`config.mk`:
```
export PLATFORM = sky130hd
export DESIGN_NAME = touch_adc_control
export DESIGN_NICKNAME = d
export VERILOG_FILES = /design/src/rtl/touch_adc_pkg.sv /design/src/rtl/sync_two_ff.sv /design/src/rtl/touch_adc_control.sv
export VERILOG_INCLUDE_DIRS = /design/src /design/src/rtl
export SDC_FILE = /design/constraint.sdc
export NUM_CORES = 1
export LEC_CHECK = 0
export ABC_AREA = 1
export CORE_MARGIN = 3
export CORE_UTILIZATION = 67
export DETAILED_ROUTE_END_ITERATION = 7
export DONT_BUFFER_PORTS = 1
export HOLD_SLACK_MARGIN = 0.02
export PLACE_DENSITY = 0.83
export SETUP_SLACK_MARGIN = 0.05
export SLEW_MARGIN = 20
export SYNTH_ARGS = -nofsm -noshare
export SYNTH_HDL_FRONTEND = slang
export SYNTH_SLANG_ARGS = --single-unit
```
`constraint.sdc`:
```
create_clock -name ref_clk -period 2.9 [get_ports ref_clk]
set_clock_uncertainty 0.1 [all_clocks]
set_input_delay 0.29 -clock ref_clk [delete_from_list [all_inputs] [get_ports ref_clk]]
set_output_delay 0.29 -clock ref_clk [all_outputs]
set_load 0.02 [all_outputs]
```
`src/rtl/touch_adc_params.svh`:
```
`ifndef TOUCH_ADC_PARAMS_SVH
`define TOUCH_ADC_PARAMS_SVH

// register location
`define CTRL_PAGE          1'h1
`define CTRL_ADDR          5'h00

// field positions
`define POS_PEN_MODE       15
`define POS_CONV_STATE     14
`define POS_FUNC_HI        13
`define POS_FUNC_LO        10
`define POS_RES_HI         9
`define POS_RES_LO         8

// reset values
`define RST_FUNC           4'h0
`define RST_RES            2'h0
`define RST_PEN_MODE       1'h0

// page 0 result register addresses
`define RES_X              5'h00
`define RES_Y              5'h01
`define RES_Z1             5'h02
`define RES_Z2             5'h03
`define RES_BAT1           5'h05
`define RES_BAT2           5'h06
`define RES_AUX1           5'h07
`define RES_AUX2           5'h08
`define RES_TEMP1          5'h09
`define RES_TEMP2          5'h0a

// function select codes with special meaning
`define FN_INVALID         4'h0
`define FN_SCAN_XY         4'h1
`define FN_SCAN_XYZ        4'h2
`define FN_DRIVE_X         4'hd
`define FN_DRIVE_Y         4'he
`define FN_DRIVE_YX        4'hf

`endif

```
`src/rtl/touch_adc_pkg.sv`:
```
package touch_adc_pkg;
    typedef enum logic [1:0] {
        SEQ_IDLE,
        SEQ_START,
        SEQ_WAIT,
        SEQ_STORE
    } seq_state_t;

    typedef logic [3:0] func_t;
    typedef logic [1:0] res_t;
    typedef logic [4:0] res_addr_t;
endpackage

```
`src/rtl/sync_two_ff.sv`:
```
`timescale 1ns/10ps

module sync_two_ff #(
    parameter int WIDTH = 1
) (
    input  wire logic             ref_clk,
    input  wire logic             reset_n,
    input  wire logic             ce,
    input  wire logic [WIDTH-1:0] asyncIn,
    output logic      [WIDTH-1:0] syncOut
);
    logic [WIDTH-1:0] stage1;

    // stage1 is read by syncOut only
    always_ff @(posedge ref_clk or negedge reset_n)
    begin
        if (!reset_n)
        begin
            stage1  <= '0;
            syncOut <= '0;
        end
        else if (ce)
        begin
            stage1  <= asyncIn;
            syncOut <= stage1;
        end
    end
endmodule

```
`src/rtl/touch_adc_control.sv`:
```
`timescale 1ns/10ps
`include "touch_adc_params.svh"

module touch_adc_control
    import touch_adc_pkg::*;
(
    input  wire logic                      ref_clk,
    input  wire logic                      reset_n,
    input  wire logic                      ce,
    input  wire logic                      regWrEn,
    input  wire logic                      regPage,
    input  wire logic [4:0]                regAddr,
    input  wire logic [15:0]               regWrData,
    output logic      [15:0]               regRdData,
    input  wire logic                      penTouch,
    input  wire logic                      convDone,
    input  wire logic [11:0]               convData,
    output logic                           convStart,
    output logic                           convPowerDown,
    output touch_adc_pkg::res_t            convRes,
    output touch_adc_pkg::func_t           convFunc,
    output logic      [1:0]                panelDrive,
    output logic                           resultWrEn,
    output touch_adc_pkg::res_addr_t       resultAddr,
    output logic      [11:0]               resultData
);
    import touch_adc_pkg::*;

    seq_state_t state;
    func_t      func;
    res_t       res;
    logic       penMode;
    logic       penSync;
    logic       doneSync;
    logic       penPrev;
    logic       donePrev;
    logic [1:0] step;
    logic [11:0] dataHold;

    logic ctrlWr;
    logic stopWr;
    logic goWr;
    logic penRise;
    logic doneRise;
    logic busy;
    logic [2:0] stepCount;
    logic isScan;
    logic startReq;
    logic moreSteps;
    logic rescan;

    // converter strobe and pen detect come from the analog side
    sync_two_ff #(
        .WIDTH (2)
    ) u_sync (
        .ref_clk (ref_clk),
        .reset_n (reset_n),
        .ce      (ce),
        .asyncIn ({penTouch, convDone}),
        .syncOut ({penSync, doneSync})
    );

    function automatic logic [2:0] steps_of(input func_t f);
        case (f)
            4'h1:    steps_of = 3'h2;
            4'h2:    steps_of = 3'h4;
            4'h5:    steps_of = 3'h2;
            4'hb:    steps_of = 3'h4;
            4'h3, 4'h4, 4'h6, 4'h7, 4'h8, 4'h9, 4'ha, 4'hc:
                     steps_of = 3'h1;
            default: steps_of = 3'h0;
        endcase
    endfunction

    function automatic res_addr_t addr_of(input func_t f,
                                          input logic [1:0] s);
        case (f)
            4'h1, 4'h2: addr_of = res_addr_t'(s);
            4'h3:    addr_of = `RES_X;
            4'h4:    addr_of = `RES_Y;
            4'h5:    addr_of = s[0] ? `RES_Z2 : `RES_Z1;
            4'h6:    addr_of = `RES_BAT1;
            4'h7:    addr_of = `RES_BAT2;
            4'h8:    addr_of = `RES_AUX1;
            4'h9:    addr_of = `RES_AUX2;
            4'ha:    addr_of = `RES_TEMP1;
            4'hb:    addr_of = `RES_BAT1 + res_addr_t'(s);
            4'hc:    addr_of = `RES_TEMP2;
            default: addr_of = `RES_X;
        endcase
    endfunction

    assign ctrlWr    = regWrEn && regPage == `CTRL_PAGE
                       && regAddr == `CTRL_ADDR;
    assign stopWr    = ctrlWr && regWrData[`POS_CONV_STATE];
    assign goWr      = ctrlWr && !regWrData[`POS_CONV_STATE];
    assign penRise   = penSync && !penPrev;
    assign doneRise  = doneSync && !donePrev;
    assign busy      = state != SEQ_IDLE;
    assign stepCount = steps_of(func);
    assign isScan    = func == `FN_SCAN_XY || func == `FN_SCAN_XYZ;
    assign moreSteps = {1'b0, step} + 3'h1 < stepCount;
    assign rescan    = isScan && penSync && !convPowerDown;
    // host mode starts on the write, judged by the code being written,
    // so a start from code 0 is not lost; touch mode waits for the pen
    assign startReq  = !busy
                       && ((goWr && !regWrData[`POS_PEN_MODE]
                            && steps_of(regWrData[`POS_FUNC_HI:`POS_FUNC_LO])
                               != 3'h0)
                           || (penMode && penRise && !convPowerDown
                               && stepCount != 3'h0));

    always_ff @(posedge ref_clk or negedge reset_n)
    begin
        if (!reset_n)
        begin
            penPrev  <= 1'b0;
            donePrev <= 1'b0;
        end
        else if (ce)
        begin
            penPrev  <= penSync;
            donePrev <= doneSync;
        end
    end

    // register fields
    always_ff @(posedge ref_clk or negedge reset_n)
    begin
        if (!reset_n)
        begin
            func    <= `RST_FUNC;
            res     <= `RST_RES;
            penMode <= `RST_PEN_MODE;
        end
        else if (ce && ctrlWr)
        begin
            func    <= regWrData[`POS_FUNC_HI:`POS_FUNC_LO];
            res     <= regWrData[`POS_RES_HI:`POS_RES_LO];
            penMode <= regWrData[`POS_PEN_MODE];
        end
    end

    // power down holds until the next write of 0 to the state bit
    always_ff @(posedge ref_clk or negedge reset_n)
    begin
        if (!reset_n)
            convPowerDown <= 1'b0;
        else if (ce)
        begin
            if (stopWr)
                convPowerDown <= 1'b1;
            else if (goWr)
                convPowerDown <= 1'b0;
        end
    end

    // conversion sequencer
    always_ff @(posedge ref_clk or negedge reset_n)
    begin
        if (!reset_n)
        begin
            state      <= SEQ_IDLE;
            step       <= 2'h0;
            convStart  <= 1'b0;
            resultWrEn <= 1'b0;
            resultAddr <= `RES_X;
            resultData <= 12'h000;
            dataHold   <= 12'h000;
        end
        else if (ce)
        begin
            convStart  <= 1'b0;
            resultWrEn <= 1'b0;
            if (stopWr)
            begin
                state <= SEQ_IDLE;
                step  <= 2'h0;
            end
            else
            begin
                case (state)
                    SEQ_IDLE:
                    begin
                        step <= 2'h0;
                        if (startReq)
                            state <= SEQ_START;
                    end
                    SEQ_START:
                    begin
                        convStart <= 1'b1;
                        state     <= SEQ_WAIT;
                    end
                    SEQ_WAIT:
                    begin
                        if (doneRise)
                        begin
                            dataHold <= convData;
                            state    <= SEQ_STORE;
                        end
                    end
                    SEQ_STORE:
                    begin
                        resultWrEn <= 1'b1;
                        resultAddr <= addr_of(func, step);
                        resultData <= dataHold;
                        if (moreSteps)
                        begin
                            step  <= step + 2'h1;
                            state <= SEQ_START;
                        end
                        else if (rescan)
                        begin
                            step  <= 2'h0;
                            state <= SEQ_START;
                        end
                        else
                            state <= SEQ_IDLE;
                    end
                    default:
                        state <= SEQ_IDLE;
                endcase
            end
        end
    end

    // readback and drive outputs, all registered
    always_ff @(posedge ref_clk or negedge reset_n)
    begin
        if (!reset_n)
        begin
            regRdData  <= 16'h4000;
            convRes    <= `RST_RES;
            convFunc   <= `RST_FUNC;
            panelDrive <= 2'h0;
        end
        else if (ce)
        begin
            regRdData  <= {penSync, !busy, func, res, 8'h00};
            convRes    <= res;
            convFunc   <= func;
            // driver-only codes hold the panel; off while powered down
            if (convPowerDown || func < `FN_DRIVE_X)
                panelDrive <= 2'h0;
            else
                panelDrive <= 2'(func - `FN_DRIVE_X + 4'h1);
        end
    end

    a_pen_readback: assert property (@(posedge ref_clk) disable iff (!reset_n)
        ce |=> regRdData[`POS_PEN_MODE] == $past(penSync))
        else $error("pen bit does not follow touch");

    a_busy_readback: assert property (@(posedge ref_clk)
        disable iff (!reset_n)
        ce && state == SEQ_WAIT |=> !regRdData[`POS_CONV_STATE])
        else $error("state bit not 0 while busy");

    a_stop_abort: assert property (@(posedge ref_clk) disable iff (!reset_n)
        ce && stopWr |=> state == SEQ_IDLE && convPowerDown
                         && !convStart)
        else $error("stop write did not abort");

    a_rescan_loop: assert property (@(posedge ref_clk)
        disable iff (!reset_n)
        ce && state == SEQ_STORE && !moreSteps && rescan && !stopWr
        |=> state == SEQ_START && step == 2'h0)
        else $error("scan did not repeat");

    a_field_write: assert property (@(posedge ref_clk)
        disable iff (!reset_n)
        ce && ctrlWr |=> func == $past(regWrData[13:10])
                         && res == $past(regWrData[9:8])
                         && penMode == $past(regWrData[15]))
        else $error("fields did not take write");

    a_result_slot: assert property (@(posedge ref_clk)
        disable iff (!reset_n)
        ce && state == SEQ_STORE && !stopWr
        |=> resultWrEn && resultAddr == addr_of($past(func), $past(step)))
        else $error("result written to wrong slot");

    a_invalid_quiet: assert property (@(posedge ref_clk)
        disable iff (!reset_n)
        ce && func == `FN_INVALID && state == SEQ_IDLE |=> !resultWrEn)
        else $error("invalid code updated a result");

    a_touch_start: assert property (@(posedge ref_clk)
        disable iff (!reset_n)
        ce && penMode && penRise && !busy && stepCount != 3'h0
        && !convPowerDown && !ctrlWr
        |=> state == SEQ_START ##1 convStart)
        else $error("touch did not start conversion");
endmodule

```
; After elaboration in Yosys (flattened, before gate mapping)
; Memories as Yosys holds them, arrays and structs flattened.
; Cells that the tools add are included.
[totals]
ff_bits = 65
mem_bits_ro = 96
wordCells = 102
memories = 2
[memory_table]
columns = name, words, width, rd, rd_clocked_by_memory_dff, write_ports, line
row1 = (no name shown), 16, 3, 1, 0, 0, touch_adc_control.sv:64  ; case (f)
row2 = (no name shown), 16, 3, 1, 0, 0, touch_adc_control.sv:64
[classes]
add_sub_neg = 5
order_cmp = 2
eq_ne = 17
muxes = 19
n_bitwise = 1
n_reduce_logical = 37
[op_table]
columns = op, n
row1 = 4-bit one-hot mux with 10 select lines, 1
row2 = "4-bit equality test, second input constant", 5
row3 = "4-bit by 3-bit equality test with 1-bit output, second input constant", 4
row4 = 1-bit logical AND, 15
row5 = 2-bit 2-to-1 mux, 7
row6 = 1-bit 2-to-1 mux, 9
row7 = 3-bit AND reduction, 3
row8 = 3-bit nonzero test, 3
row9 = 2-bit one-hot mux with 4 select lines, 1
row10 = 1-bit zero test, 6
row11 = "3-bit inequality test, second input constant", 2
row12 = 5-bit zero test, 1
row13 = "2-bit by 1-bit adder with 2-bit output, second input constant", 2
row14 = "3-bit by 2-bit adder with 4-bit output, first input constant", 1
row15 = "2-bit equality test, second input constant", 2
row16 = "4-bit by 1-bit equality test with 1-bit output, second input constant", 1
row17 = "4-bit by 2-bit equality test with 1-bit output, second input constant", 1
row18 = "4-bit < comparator, second input constant", 1
row19 = "4-bit inequality test, second input constant", 1
row20 = 2-bit one-hot mux with 2 select lines, 1
row21 = 4-bit AND reduction, 1
row22 = 2-bit nonzero test, 2
row23 = "2-bit by 1-bit adder with 3-bit output, second input constant", 1
row24 = 1-bit logical OR, 3
row25 = 7 further kinds, 7

; Logic depth before layout (Yosys ltp)
[logic_depth]
depth_word = 10
mapped_depth = 14
mapped_depth_nobuf = 14

; Modules after synthesis
; Synthesis repeated with hierarchy kept, for this count alone.
[hier_totals]
cells_unflattened = 361
area_unflattened_um2 = 2881.5
[modules_own_cells]
columns = module, n_inst, cells_per_inst, area_per_inst_um2
row1 = touch_adc_control, 1, 344, 2732.6
row2 = sync_two_ff, 1, 17, 148.9

; Worst setup path after synthesis
; Ideal clock, no wire load.
[synth_timing]
path_type = reg2reg
from = register func[2]
to = register step[0]
setup_ns = 0.117
arrival_time_ns = 1.643
required_time_ns = 2.683
path_slack_ns = 1.040
path_stages_with_launch = 12
n_path_buf = 0
synth_period_minus_slack_ns = 1.860
cell_sequence = dfrtp_1 inv_1 nand2_1 nor2_2 nor2_4 ha_1 a21oi_1 nand3_1 nand3b_1 nand2_1 nand2_1 nand2_1
[synth_via]
elab_chain_cells = 6
elab_cells_between_ends = 12
[synth_lines]
columns = item, line
row1 = start: declaration, touch_adc_control.sv:30  ; func_t func;
row2 = start signal: assignment, touch_adc_control.sv:132  ; func <= `RST_FUNC;
row3 = start signal: assignment, touch_adc_control.sv:138  ; func <= regWrData[`POS_FUNC_HI:`POS_FUNC_LO];
row4 = branches (longest 6 deep; another with memory 16 x 3 bit), -
row5 = end signal: assignment, touch_adc_control.sv:209  ; step <= step + 2'h1;
row6 = end: declaration, touch_adc_control.sv:37  ; logic [1:0] step;
; Several ways; the timed one is not identified.
; A chain may end at the register's enable or synchronous reset.

; Worst setup path after layout
[layout_timing]
from = register func[0]
to = register step[0]
; The elaborated chain is that of the path after synthesis.

==> metrics.txt <==
period utilisation layout=71.66%; worst min path class=in -> reg; CTS tree=done; global route overflow=0; nets=407; Vias=2187; final setup fails=0; met1 global-route usage=28.83%; # DRC=0; drt pass-1 iters=4; Synth async-reset ratio=100.0%; I/O Buffers=0; htree depth=3; sequential-to-total area share from yosys stat=50.20%; Worst-Margin Slew=0.9356 ns; Worst Path Max Fanout=5; setup tns final=0 ns; IO Count=84; CP Capture Type=flop; Critical Path AT=2.20 ns; met3 usage in global routing=6.392%; Syn Area/Cell=8.291 um2; Fill cells=283; #FFs+latches synth=57; Final Critical Period=just over 2 ns; multi-input logic area=1110 um2; clk buf depth=2; RD Place Congestion=~0.86; Clk Latency, worst-skew pair=0.33 ns; Inst Count DP=376; Routed WL=~6000 um; Max Slew Vio Count=0; CTS sink count=57; number of diodes=0; largest net degree at the start of global routing=58; Design Area, Final=around 3200 um2; dpl cell area=2769 um2; met2 usage=42.04%; Initial Util=70.09%; Power Total=2.490 mW; Synth top area share=between 40% and 50%; cts repair resizes=0; Crit Path Class=reg -> reg; Max Cap Viol=0; Clock Root Buffer=clkbuf_8; Yosys top cell by area=dfrtp_1; initial antenna violation count=0; Area growth, synth to finish=12.63%; clk slew on worst S/H paths=0.07 ns; YS warnings=0; number of global-route vias before repair=2121; CP Launch Type=flop; Slew Limit Headroom=37.42%; drt wl/cell=14.13 um; layout cell share with drive strength beyond 1=10.16%; gr busiest metal=met2; Post-Synthesis Cells=between 300 and 400; DRT iter0 DRCs=201; die width=about 71 um; Power Dens Cells=777.5 nW/um2; status=finished clean; ANT nets after route=0; core area=4058 um2; register area=1428 um2; Vert. Die Dim=about 70 um; non-filler cells, final=414; Final Hold Vio Count=0; Netlist Area Pre-Place=2844 um2; Max Clk Rate=481.2 MHz; number of vias per cell=5.283; count of different cell masters after synthesis=28; Post-synth EDFFs=0; Synth Flop Type=dfrtp_1; first-pass GRT wire length=9708 um; Final Util=slightly below 80%; required time worst endpoint=3.02 ns; Static Leak=~1.7 nW; top post-synthesis cells by area=dfrtp_1 (49%), nand2_1 (15%), inv_1 (5.7%); GRT Util Overall=between 20% and 30%; row count=23; unrepaired setup endpoints after global routing=false; CTS Buf Count=9; dpl hpwl=3649 um; worst vdd rail ir drop=0.4860 mV; die area=approximately 5000 um2
## placed cells by master (no fill, tap or decap)
cell type / synthesis / layout
inv_1: 43 / 43
clkinv_2: 0 / 2
nor3_1: 2 / 2
nand3_1: 12 / 12
nand4_2: 1 / 1
nor2_2: 3 / 3
inv_2: 2 / 2
dfrtp_1: 56 / 56
dlygate4sd3_1: 0 / 21
dfstp_2: 1 / 1
clkinvlp_4: 0 / 2
ha_1: 8 / 8
nor3_2: 1 / 1
buf_16: 0 / 1
conb_1: 1 / 9
clkbuf_8: 0 / 10
mux2_2: 6 / 6
o22ai_1: 4 / 4
nor3b_1: 1 / 1
bufinv_16: 0 / 1
nand3_2: 2 / 2
a21oi_1: 8 / 8
nor2_4: 2 / 2
o21ai_0: 26 / 26
o211ai_1: 1 / 1
nand2_2: 2 / 2
nand3b_1: 1 / 1
nand2_4: 1 / 1
nand2_1: 114 / 114
nand4_1: 4 / 4
nor2_1: 16 / 16
clkbuf_1: 2 / 1
## where the power goes
group          switching, mW  internal (mW)  total [mW]
combinational          0.301          0.191       0.492
clock                  0.311          0.417       0.728
sequential             0.273          0.997        1.27
total                  0.885           1.61        2.49
## cells in the mapped netlist, types with 3 or more instances
cell	instances
nor2_2	3
o21ai_0	26
nand2_1	114
ha_1	8
inv_1	43
nor2_1	16
buf_4	18
nand4_1	4
dfrtp_1	56
nand3_1	12
a21oi_1	8
mux2_2	6
o22ai_1	4
buf_2	5
## state kept, by name, indices dropped and copies added (netlist names)
name            count
func                4
panelDrive          2
resultData         12
u_sync.stage1       2
resultAddr          4
dataHold           12
convRes             1
res                 2
regRdData           3
penPrev             1
resultWrEn          1
step                2
donePrev            1
penMode             1
convStart           1
convPowerDown       1
state               2
convFunc            3
u_sync.syncOut      2
## stage by stage
| stage | setup WS, ns | hold WS, ns |
|---|---|---|
| CTS | 0.8267 | 0.02667 |
| global placement | 0.8771 | -0.1044 |
| finish | 0.8217 | 0.04131 |
| global route | 0.5759 | 0.04997 |
| floorplan | 1.040 | -0.1056 |
| detailed placement | 0.8747 | -0.1041 |
## worst paths after layout
check                                   from             to  cells after the start  slack (ns)
worst min register to register   dataHold[8]  resultData[8]                      2        0.38
worst min-delay path            convData[11]   dataHold[11]                      2        0.04
min in group asynchronous            reset_n   dataHold[11]                      2        0.40
worst max-delay path                 func[0]        step[0]                     11        0.82
max in group asynchronous            reset_n  regRdData[14]                      2        2.01
worst max register to register       func[0]        step[0]                     11        0.82
## final cells by class
cell class,count,share of cell area [%]
sequential,57,44.57
inverter,45,5.273
timing repair buffer,22,7.422
clock buffer,11,4.414
clock inverter,5,1.719
multi-input combinational,224,34.65
tap,50,1.953
## worst max-delay path, cell delays in order, from the launching register on
cell      delay [ns]
dfrtp_1         0.43
inv_1           0.18
nand2_1         0.13
nor2_2          0.20
nor2_4          0.05
ha_1            0.28
a21oi_1         0.17
nand3_1         0.14
nand3b_1        0.12
nand2_1         0.07
nand2_1         0.06
nand2_1         0.05
## cells by family after synthesis
family	synth area share (%)
fa+ha+maj	3.520
compound gates	7.127
buf+inv	11.83
simple gates	24.81
flops	50.20
other cells	0.1319
mux	2.376
## per-layer routing
layer	vias to the layer above	routed length, um
met5	-	0
met4	0	127
met3	15	322
met2	71	3097
met1	1023	2302
li1	1078	-
## timing repair
item                       in CTS  in global routing
hold endpoints to repair       91                  0
setup buffers                   0                  0
setup endpoints to repair       0                  0
hold buffers                   22                  0
Note: power is estimated with default switching activity, not from simulation.
